## config.mk

```make
export PLATFORM = sky130hd
export DESIGN_NAME = erf_monitor
export DESIGN_NICKNAME = d
export VERILOG_FILES = /design/src/rtl/erf_pkg.sv /design/src/rtl/erf_monitor.sv
export SDC_FILE = /design/constraint.sdc
export NUM_CORES = 1
export LEC_CHECK = 0
export BUFFER_PORTS_ARGS = -buffer_cell sky130_fd_sc_hd__buf_2
export CAP_MARGIN = 20
export CORE_MARGIN = 4
export CORE_UTILIZATION = 40
export DETAILED_ROUTE_END_ITERATION = 8
export PLACE_DENSITY_LB_ADDON = 0.2
export RECOVER_POWER = 25
export SLEW_MARGIN = 10
export SYNTH_ARGS = -nofsm -noshare
export SYNTH_HDL_FRONTEND = slang
export SYNTH_SLANG_ARGS = --single-unit
export TNS_END_PERCENT = 10
```

## constraint.sdc

```tcl
create_clock -name ref_clk_in -period 1.4 [get_ports ref_clk_in]
set_input_delay 0.21 -clock ref_clk_in [delete_from_list [all_inputs] [get_ports ref_clk_in]]
set_output_delay 0.21 -clock ref_clk_in [all_outputs]
set_load 0.005 [all_outputs]
```

## src/rtl/erf_pkg.sv

```systemverilog
// Constants for the E3 remote failure monitor
package erf_pkg;
	// Register indexes; byte address is four times the index
	localparam logic [15:0] IDX_CFG_ONE   = 16'h1110;
	localparam logic [15:0] IDX_CFG_TWO   = 16'h1111;
	localparam logic [15:0] IDX_INT_TWO   = 16'h1115;
	localparam logic [15:0] IDX_INT_EN    = 16'h1116;
	localparam logic [15:0] IDX_TX_CTRL   = 16'h1117;
	localparam int          ADDR_W        = 18;
	// Field positions
	localparam int          CFG1_PARITY_BIT   = 0;
	localparam int          CFG1_PERSIST_BIT  = 4;
	localparam int          CFG2_REMOTE_BIT   = 0;
	localparam int          CFG2_AIS_BIT      = 3;
	localparam int          CFG2_LOS_BIT      = 4;
	localparam int          CFG2_OOF_BIT      = 5;
	localparam int          CFG2_LOF_BIT      = 6;
	localparam int          CFG2_LOSS_SEL_BIT = 7;
	localparam int          INT2_CHANGE_BIT   = 3;
	localparam int          TX_AUTO_BIT       = 0;
	// Reset values
	localparam logic [7:0]  CFG1_RESET    = 8'h00;
	localparam logic [7:0]  INT_EN_RESET  = 8'h08;
	localparam logic [7:0]  TX_CTRL_RESET = 8'h00;
	// Consecutive frame counts
	localparam logic [3:0]  FRAMES_SHORT  = 4'h3;
	localparam logic [3:0]  FRAMES_LONG   = 4'h5;
	// AHB transfer type bit that marks an active transfer
	localparam int          HTRANS_ACTIVE_BIT = 1;
endpackage : erf_pkg

```

## src/rtl/erf_monitor.sv

```systemverilog
// E3 remote failure monitor with AHB-Lite register slave
`timescale 1ns/10ps
`default_nettype none
// Operation
// RL1: Monitor only while parity checking disabled
// RL2: Parity enabled: alarm bit means block error
// RL3: Declare after 3 or 5 ones
// RL4: Declare sets read-only status bit 0
// RL5: Status holds until defect cleared
// RL6: Declare sets change interrupt, interrupt low
// RL7: Clear after selectable zero frames
// RL8: Transmit alarm bit while local defects, configured
// RL9: Clear needs 3 or 5 zeros
// RL10: Clear resets status, sets change interrupt
// RL11: Read clears interrupt status; output releases
module erf_monitor #(
	parameter int CNT_W = 4
)(
	// Clock and reset
	input  wire logic        ref_clk_in,
	input  wire logic        rst_n_in,
	// AHB-Lite slave
	input  wire logic        hsel_in,
	input  wire logic [31:0] haddr_in,
	input  wire logic [1:0]  htrans_in,
	input  wire logic        hwrite_in,
	input  wire logic [2:0]  hsize_in,
	input  wire logic [31:0] hwdata_in,
	input  wire logic        hready_in,
	output logic      [31:0] hrdata_out,
	output logic             hreadyout_out,
	output logic             hresp_out,
	// Received frames
	input  wire logic        frame_valid_in,
	input  wire logic        alarm_bit_in,
	// Local receive defects
	input  wire logic        los_in,
	input  wire logic        oof_in,
	input  wire logic        lof_in,
	input  wire logic        ais_in,
	// Results
	output logic             far_end_block_error_out,
	output logic             tx_remote_failure_indication_out,
	output logic             int_n_out
);

	// Elaboration checks on the parameters
	if (CNT_W < 3)
	begin : g_cnt_min
		$error("CNT_W too small for frame count");
	end

	if ((2 ** CNT_W) <= int'(erf_pkg::FRAMES_LONG))
	begin : g_cnt_fit
		$error("CNT_W cannot hold the long frame count");
	end

	if ((erf_pkg::ADDR_W - 2) != 16)
	begin : g_idx_fit
		$error("ADDR_W must give a sixteen bit register index");
	end

	// Register state
	logic [7:0]       cfg_one_r;
	logic             loss_sel_r;
	logic             defect_r;
	logic             change_r;
	logic [7:0]       int_en_r;
	logic [7:0]       tx_ctrl_r;
	logic [CNT_W-1:0] run_r;
	logic             feb_r;
	logic [31:0]      rdata_r;
	// Data phase capture
	logic             wr_pend_r;
	logic [15:0]      wr_idx_r;

	function automatic logic [CNT_W-1:0] frames_needed(input logic long_sel);
		frames_needed = long_sel ? CNT_W'(erf_pkg::FRAMES_LONG)
		                         : CNT_W'(erf_pkg::FRAMES_SHORT);
	endfunction : frames_needed

	function automatic logic [15:0] idx_of(input logic [31:0] addr);
		idx_of = addr[erf_pkg::ADDR_W-1:2];
	endfunction : idx_of

	logic             addr_ok;
	logic [15:0]      a_idx;
	logic             rd_int;
	logic             parity_on;
	logic             persist;
	logic             opposite;
	logic             toggle;
	logic [CNT_W-1:0] need;

	assign addr_ok   = hsel_in & hready_in & htrans_in[erf_pkg::HTRANS_ACTIVE_BIT];
	assign a_idx     = idx_of(haddr_in);
	assign rd_int    = addr_ok & ~hwrite_in & (a_idx == erf_pkg::IDX_INT_TWO);
	assign parity_on = cfg_one_r[erf_pkg::CFG1_PARITY_BIT];
	assign persist   = cfg_one_r[erf_pkg::CFG1_PERSIST_BIT];
	assign need      = frames_needed(persist);
	// Frame whose alarm bit disagrees with the present defect state
	assign opposite  = frame_valid_in & ~parity_on & (alarm_bit_in != defect_r); // RL1
	assign toggle    = opposite & (run_r == need - CNT_W'(1)); // RL3 RL7 RL9

	// Bus handshake
	assign hreadyout_out = 1'b1;
	assign hresp_out     = 1'b0;

	// Write capture, pending flag
	always_ff @(posedge ref_clk_in)
	begin
		if (!rst_n_in)
			wr_pend_r <= 1'b0;
		else if (hready_in)
			wr_pend_r <= addr_ok & hwrite_in;
	end

	// Write capture, register index
	always_ff @(posedge ref_clk_in)
	begin
		if (!rst_n_in)
			wr_idx_r <= 16'h0000;
		else if (hready_in)
			wr_idx_r <= a_idx;
	end

	// Write strobes, one per writable register
	logic             wr_cfg_one;
	logic             wr_cfg_two;
	logic             wr_int_en;
	logic             wr_tx_ctrl;

	function automatic logic wr_hit(
		input logic        pend,
		input logic [15:0] idx,
		input logic [15:0] reg_idx
	);
		wr_hit = pend & (idx == reg_idx);
	endfunction : wr_hit

	assign wr_cfg_one = wr_hit(wr_pend_r, wr_idx_r, erf_pkg::IDX_CFG_ONE);
	assign wr_cfg_two = wr_hit(wr_pend_r, wr_idx_r, erf_pkg::IDX_CFG_TWO);
	assign wr_int_en  = wr_hit(wr_pend_r, wr_idx_r, erf_pkg::IDX_INT_EN);
	assign wr_tx_ctrl = wr_hit(wr_pend_r, wr_idx_r, erf_pkg::IDX_TX_CTRL);

	// Configuration one: parity enable and persistence select
	always_ff @(posedge ref_clk_in)
	begin
		if (!rst_n_in)
			cfg_one_r <= erf_pkg::CFG1_RESET;
		else if (wr_cfg_one)
		begin
			cfg_one_r[erf_pkg::CFG1_PARITY_BIT]  <= hwdata_in[erf_pkg::CFG1_PARITY_BIT]; // RL1
			cfg_one_r[erf_pkg::CFG1_PERSIST_BIT] <= hwdata_in[erf_pkg::CFG1_PERSIST_BIT]; // RL3
		end
	end

	// Configuration two: only the loss select bit is writable
	always_ff @(posedge ref_clk_in)
	begin
		if (!rst_n_in)
			loss_sel_r <= 1'b0;
		else if (wr_cfg_two)
			loss_sel_r <= hwdata_in[erf_pkg::CFG2_LOSS_SEL_BIT];
	end

	// Interrupt enable
	always_ff @(posedge ref_clk_in)
	begin
		if (!rst_n_in)
			int_en_r <= erf_pkg::INT_EN_RESET;
		else if (wr_int_en)
			int_en_r[erf_pkg::INT2_CHANGE_BIT] <= hwdata_in[erf_pkg::INT2_CHANGE_BIT];
	end

	// Transmit control
	always_ff @(posedge ref_clk_in)
	begin
		if (!rst_n_in)
			tx_ctrl_r <= erf_pkg::TX_CTRL_RESET;
		else if (wr_tx_ctrl)
			tx_ctrl_r[erf_pkg::TX_AUTO_BIT] <= hwdata_in[erf_pkg::TX_AUTO_BIT];
	end

	// Consecutive frame counter
	always_ff @(posedge ref_clk_in)
	begin
		if (!rst_n_in)
			run_r <= '0;
		else if (parity_on)
			run_r <= '0; // RL1
		else if (frame_valid_in)
		begin
			if (opposite && !toggle)
				run_r <= run_r + CNT_W'(1); // RL3 RL9
			else
				run_r <= '0;
		end
	end

	// Defect state
	always_ff @(posedge ref_clk_in)
	begin
		if (!rst_n_in)
			defect_r <= 1'b0;
		else if (toggle)
			defect_r <= ~defect_r; // RL4 RL5 RL7 RL10
	end

	// Change interrupt status, set wins over read clear
	always_ff @(posedge ref_clk_in)
	begin
		if (!rst_n_in)
			change_r <= 1'b0;
		else if (toggle)
			change_r <= 1'b1; // RL6 RL10
		else if (rd_int)
			change_r <= 1'b0; // RL11
	end

	// Far-end block error pulse
	logic             block_error_frame;

	assign block_error_frame = frame_valid_in & parity_on & alarm_bit_in; // RL2

	always_ff @(posedge ref_clk_in)
	begin
		if (!rst_n_in)
			feb_r <= 1'b0;
		else
			feb_r <= block_error_frame; // RL2
	end
	assign far_end_block_error_out = feb_r;

	// Interrupt output, low while an enabled change is pending
	always_ff @(posedge ref_clk_in)
	begin
		if (!rst_n_in)
			int_n_out <= 1'b1;
		else
			int_n_out <= ~(change_r & int_en_r[erf_pkg::INT2_CHANGE_BIT]); // RL6 RL11
	end

	// Transmit alarm request while any local receive defect stands
	logic             local_defect;

	assign local_defect = los_in | oof_in | lof_in | ais_in;

	always_ff @(posedge ref_clk_in)
	begin
		if (!rst_n_in)
			tx_remote_failure_indication_out <= 1'b0;
		else
			tx_remote_failure_indication_out <= tx_ctrl_r[erf_pkg::TX_AUTO_BIT]
				& local_defect; // RL8
	end

	// Register views as software sees them
	logic [7:0]       cfg_two_view;
	logic [7:0]       int_two_view;
	logic [7:0]       rd_byte;

	always_comb
	begin
		cfg_two_view                             = 8'h00;
		cfg_two_view[erf_pkg::CFG2_REMOTE_BIT]   = defect_r; // RL4 RL5
		cfg_two_view[erf_pkg::CFG2_AIS_BIT]      = ais_in;
		cfg_two_view[erf_pkg::CFG2_LOS_BIT]      = los_in;
		cfg_two_view[erf_pkg::CFG2_OOF_BIT]      = oof_in;
		cfg_two_view[erf_pkg::CFG2_LOF_BIT]      = lof_in;
		cfg_two_view[erf_pkg::CFG2_LOSS_SEL_BIT] = loss_sel_r;
	end

	always_comb
	begin
		int_two_view                           = 8'h00;
		int_two_view[erf_pkg::INT2_CHANGE_BIT] = change_r;
	end

	function automatic logic [7:0] read_byte(
		input logic [15:0] idx,
		input logic [7:0]  cfg_one,
		input logic [7:0]  cfg_two,
		input logic [7:0]  int_two,
		input logic [7:0]  int_en,
		input logic [7:0]  tx_ctrl
	);
		unique case (idx)
			erf_pkg::IDX_CFG_ONE:
				read_byte = cfg_one;
			erf_pkg::IDX_CFG_TWO:
				read_byte = cfg_two;
			erf_pkg::IDX_INT_TWO:
				read_byte = int_two;
			erf_pkg::IDX_INT_EN:
				read_byte = int_en;
			erf_pkg::IDX_TX_CTRL:
				read_byte = tx_ctrl;
			default:
				read_byte = 8'h00;
		endcase
	endfunction : read_byte

	assign rd_byte = read_byte(a_idx, cfg_one_r, cfg_two_view, int_two_view,
		int_en_r, tx_ctrl_r);

	// Read data, captured in the address phase and held through the data phase
	always_ff @(posedge ref_clk_in)
	begin
		if (!rst_n_in)
			rdata_r <= 32'h0000_0000;
		else if (addr_ok && !hwrite_in)
			rdata_r <= {24'h00_0000, rd_byte};
	end

	assign hrdata_out = rdata_r;

endmodule : erf_monitor
`default_nettype wire

```

* Word level (Yosys, flattened, before mapping)
Cells that the tools add are included.
** Storage, ports and cells
- Bits in registers :: 39
- Bits of input ports :: 80
- Logic and storage cells :: 61
** Operators by class
- Add/subtract/negate cells :: 2
- Equality and inequality tests :: 11
- Mux-type cells :: 5
- Bitwise logic cells :: 24
- Reduce and logical (&&, ||, !) cells :: 6
** Operators with widths (count)
- equality test 16 x 13 -> 1 bit (second input constant) :: 9
- one-hot mux 8 bit (5 select lines) :: 1
- bitwise AND 1 bit :: 16
- NOT 1 bit :: 5
- adder 4 x 1 -> 4 bit (second input constant) :: 1
- equality test 4 bit :: 1
- 2-to-1 mux 4 bit :: 1
- subtractor 3 x 1 -> 4 bit (second input constant) :: 1
- 2-to-1 mux 3 bit :: 1
- OR 1 bit :: 3
- logical AND 1 bit :: 2
- logical NOT 1 bit :: 2
- 2-to-1 mux 1 bit :: 2
- nonzero test 2 bit :: 1
- OR reduction 2 bit :: 1
- inequality test 1 bit :: 1

* Depth between registers and ports, before layout
- Word-level depth :: 7
- Depth in mapped cells :: 5

* Worst setup path before layout
No wires, ideal clock.
- Path kind :: register to register
- From :: register wr_idx_r[9]
- To :: register int_en_r[3]
- Setup time :: 0.125 ns
- Arrival :: 1.134 ns
- Required time :: 1.275 ns
- Slack :: 0.141 ns
- Stages on the path, launching flop included :: 4
- Period minus slack after synthesis :: 1.259 ns
- Cell sequence :: dfxtp_1 > nor4b_2 > nand4_1 > o41a_1
** Between the ends
- Longest elaborated chain between the ends :: 2
** Ends and longest elaborated chain
- from (decl) :: RTL line erf_monitor.sv:75 : logic [15:0] wr_idx_r;
- from (signal assigned) :: RTL line erf_monitor.sv:124 : wr_idx_r <= a_idx;
- equality test 16 x 13 -> 1 bit :: RTL line erf_monitor.sv:138 : wr_hit = pend & (idx == reg_idx);
- bitwise AND 1 bit :: RTL line erf_monitor.sv:138
- to (signal assigned) :: RTL line erf_monitor.sv:171 : int_en_r <= erf_pkg::INT_EN_RESET;
- to (signal, indexed assignment) :: RTL line erf_monitor.sv:173 : int_en_r[erf_pkg::INT2_CHANGE_BIT] <= hwdata_in[erf_pkg::INT2_CHANGE_BIT];
- to (decl) :: RTL line erf_monitor.sv:68 : logic [7:0] int_en_r;
No other way between the ends.
A chain may end at the register's enable or synchronous reset.

* Worst setup path in the final report
- From :: register wr_idx_r[9]
- To :: register loss_sel_r
** Between the ends
- Longest elaborated chain between the ends :: 2
** Ends and longest elaborated chain
- equality test 16 x 13 -> 1 bit :: RTL line erf_monitor.sv:138
- bitwise AND 1 bit :: RTL line erf_monitor.sv:138
- to (signal assigned) :: RTL line erf_monitor.sv:164 : loss_sel_r <= hwdata_in[erf_pkg::CFG2_LOSS_SEL_BIT];
- to (decl) :: RTL line erf_monitor.sv:65 : logic loss_sel_r;
No other way between the ends.

==> results by stage <==
Logic synthesis:
- The number of flops mapped to enable cells by yosys is 0.
- In this run the cell area of the synthesized design comes to about 0.0019 mm².
- After synthesis the netlist holds a flip-flop and latch count of 37.
- The mean cell area of the mapped netlist is between 9 and 10 µm².
- The fraction of registers with async set or reset after synthesis is 0%.
- After synthesis, the netlist uses 42 different library cells.
- The total of warnings raised by yosys is 0.
- Among all flip-flop cells after synthesis, the most frequent one is dfxtp_1.
- The portion of the post-synthesis area used by sequential elements is about 38%.
- The synthesized netlist cell count is around 210.

GRT:
- The largest net degree at the start of global routing is 22.
- The total grt overflow is 0.
- The number of antenna violations at the first check in global routing was 0.
- The via count of the first global-routing pass is approximately 1,400.
- The global-route total usage across every layer is ~14%.
- The global-route wire length before repair is between 6000 and 7000 µm.

Detailed routing:
- The average via count per standard cell is about 4.9.
- The first routing iteration left 55 violations.
- The post-detailed-route DRC marker count is 0.
- Dividing the detail-routed wire length by the instance count gives roughly 13 µm.
- The count of antenna-violating nets left after detailed routing is 0.
- Summed over all layers, the routed wires come to ~3900 µm.
- For this block, the via count after detailed routing is 1,496.
- The first detailed-routing pass ran for 4 iterations.

CTS:
- The count of H-tree levels built during CTS is 2.
- Clock-pin slew was measured on the worst setup and hold paths at around 70 ps.
- The clock sink count is 37.
- The count of buffers added by post-CTS timing repair for setup is 0.
- The clock insertion delay at the later pin of the skew report is around 280 ps.
- The hold-fix buffer count after cts is 0.
- In this run the clock root is driven by a clkbuf_8.
- TritonCTS built the clock tree.
- The number of buffers on the longest clock path is 2.
- The number of buffers created by CTS is 5.

Floorplanning:
- The die covers approximately 0.006 mm².
- The die span in x is ~77 µm.
- The I/O pin count is between 100 and 150.
- The total number of placement rows is 24.
- The core footprint is roughly 0.0045 mm².
- The floorplan step set the die height to between 70 and 80 µm.
- The initial utilization of the core area, before any placement, comes to roughly 43%.

Timing:
- Counting I/O delays and the setup requirement, the final critical path takes roughly 1400 ps.
- The worst-case hold slack is around 150 ps.
- The final hold violation count came to 0.
- Based on the critical path, the design can be clocked at up to approximately 730 MHz.
- The count of final max-slew check failures is 0.
- The post-route worst setup slack is around 29 ps.
- Setup violations remaining at the end of the flow were counted as 0.
- The post-route fraction of the period consumed by the critical path is 97.9%.
- The worst clock skew on the final layout is 3.97 ps.
- Setup repair after global routing could not meet its margin everywhere.

Run status:
- The flow ran to the end, and the final reports show no timing, DRC or antenna violations.

Final layout:
- In the layout the commonest cells are 39 x buf_2, 35 x dfxtp_1, 28 x nor2_1, 28 x conb_1, 23 x mux2i_1.
- The area of all placed cells without fillers is between 0.002 and 0.0025 mm².
- The synthesis-to-finish area growth is 15.7%.
- The commonest non-fill, non-tap cell in the layout is buf_2.
- Summing all multi-input logic gate instances after layout gives roughly 0.0010 mm².
- The number of diodes added for antenna fixing is 0.
- The post-route netlist has roughly a quarter of its cells at a drive strength greater than 1.
- At the end of the flow, the number of nets in the layout was 337.
- The area taken by flip-flops and latches is around 740 µm².
- The total of fill cells in the finished design is 449.

Setup path:
- On the worst path, the slowest cell contributes a delay of about 330 ps.
- Along the worst path, the maximum fanout reaches 3.
- Together, buffers and inverters on the worst path number 0.
- The data required time of the critical path is ~1600 ps.
- The kind of end point of the critical path is a flip-flop.
- In this run the number of cells on the critical path is 4.
- The sort of element at the start of the critical path is a flip-flop.
- The endpoint identified for the worst register-to-register timing path is loss_sel_r.
- The category of the critical setup timing path is flip-flop to flip-flop.
- The register-to-register setup slack is just under 30 ps.
- The critical path goes through nor4b_4 > nand4_1 > o311ai_1 > o41ai_1.
- In this run the worst setup path terminates at loss_sel_r.
- The depth of the most critical reg-to-reg path is 4.
- Among all stages on the critical path, the largest delay is contributed by dfxtp_2.
- The worst register-to-register path begins at wr_idx_r[9].
- Grouping stages by cell kind, the critical path spends the most delay in simple AND/OR/NAND/NOR gates.
- At the worst endpoint, the arrival time is ~1500 ps.
- The launch point of the worst path is wr_idx_r[9].

Power and ir drop:
- Power spread over the standard cell area amounts to approximately 950 mW/mm².
- The leakage power summed over all cells is a little over 1 nW.
- The worst ir drop on vdd is around 0.00058 V.
- Overall power consumption after layout is estimated at approximately 2.1 mW.

Run:
- The tool flagged a number of max-cap violations equal to 0.

Hold path:
- The tightest min-delay check is of the input pin to flip-flop type.

Placement:
- The placer's final routability congestion estimate is 0.766.
- The worst slack after detailed placement is -49.7 ps.
- Once placement finished, the instance area stood at between 0.002 and 0.0025 mm².
- Port buffering added 40 buffers.
- The detailed placer's ending HPWL is around 3100 µm.
## cell families (layout without fill, tap and decap cells)
| logic type | after synthesis | count (layout) | share of synthesized area, % |
|---|---|---|---|
| XOR/XNOR | 4 | 4 | 1.82 |
| multiplexers | 23 | 23 | 12.0 |
| AO/OA/AOI/OAI | 19 | 19 | 6.56 |
| AND/OR/NAND/NOR | 81 | 81 | 26.3 |
| buffers and inverters | 41 | 63 | 13.9 |
| other | 2 | 28 | 0.390 |
| flip-flops | 37 | 37 | 38.5 |
| adder cells (fa/ha/maj) | 1 | 1 | 0.650 |
## stage by stage
step / std cells / util [%] / TNS (ps)
finish: 308 / 49.5 / 0
CTS: 308 / 49.6 / 0
global route: 308 / 49.5 / -239
detailed placement: 301 / 47.2 / -264
global placement: 301 / 47.2 / -141
floorplan: 234 / - / 0
## cells in the mapped netlist (2+ instances only)
library cell  instances  area share, %
a21oi_1               5            1.3
and4_1                2           0.91
and4bb_1              2            1.3
buf_1                 2           0.39
buf_4                28             11
clkbuf_1              5           0.97
conb_1                2           0.39
dfxtp_1              37             38
inv_1                 4           0.78
mux2i_1              23             12
nand2_1              15            2.9
nand2b_1              4            1.3
nand3_1               3           0.78
nand4_1               8            2.6
nor2_1               28            5.5
nor3_1                3           0.78
nor3_2                2            1.0
nor3b_1               3            1.2
nor4b_2               2            1.6
nor4b_4               2            2.5
o21ai_1               5            1.3
xor2_1                3            1.4
## worst reg2reg max path, cell delays in order (launching register included)
cell      delay [ps]
dfxtp_2          330
nor4b_4          310
nand4_1          210
o311ai_1         290
o41ai_1          110
## routing by layer
| layer | vias to the layer above | part of all wire [%] | global-route usage [%] |
|---|---|---|---|
| met5 | - | 0 | 0 |
| met4 | 0 | 1.3 | 5.34 |
| met3 | 5 | 6.9 | 4.05 |
| met2 | 46 | 44 | 21.8 |
| met1 | 669 | 48 | 18.0 |
| li1 | 776 | - | - |
## final cells by class
| class | count | area share, % |
|---|---|---|
| Multi-Input combinational cell | 156 | 46.3 |
| Inverter | 4 | 0.674 |
| Sequential cell | 37 | 33.4 |
| Timing Repair Buffer | 52 | 12.9 |
| Clock buffer | 7 | 3.87 |
| Tap cell | 52 | 2.92 |
## how the worst min path moves through the flow
stage	start	to	slack, ps	cells after the start
finish	oof_in	tx_remote_failure_indication_out	150	3
global route	hwdata_in[3]	int_en_r[3]	170	2
CTS	hwdata_in[7]	loss_sel_r	150	3
detailed placement	change_r	int_n_out	420	1
global placement	change_r	int_n_out	410	1
floorplan	oof_in	tx_remote_failure_indication_out	330	2
## where the power goes
group | leakage (nW) | switching [mW] | total [mW] | internal, mW
clock network | 0.0443 | 0.335 | 0.725 | 0.390
registers | 0.302 | 0.0321 | 1.12 | 1.09
logic | 0.664 | 0.141 | 0.262 | 0.121
total | 1.01 | 0.508 | 2.11 | 1.60
## flip-flops by register name, summed over array words and instances (netlist names)
signal                            count
wr_idx_r                             16
hrdata_out                            6
run_r                                 4
cfg_one_r                             2
change_r                              1
defect_r                              1
far_end_block_error_out               1
int_en_r                              1
int_n_out                             1
loss_sel_r                            1
tx_ctrl_r                             1
tx_remote_failure_indication_out      1
wr_pend_r                             1
## what timing repair did
action                                  4_1_cts  5_1_grt
pin swaps                                     0        1
gates resized for setup                       4        0
endpoints found under the setup margin        4        4
No activity file was read; power rests on OpenSTA's default activity.
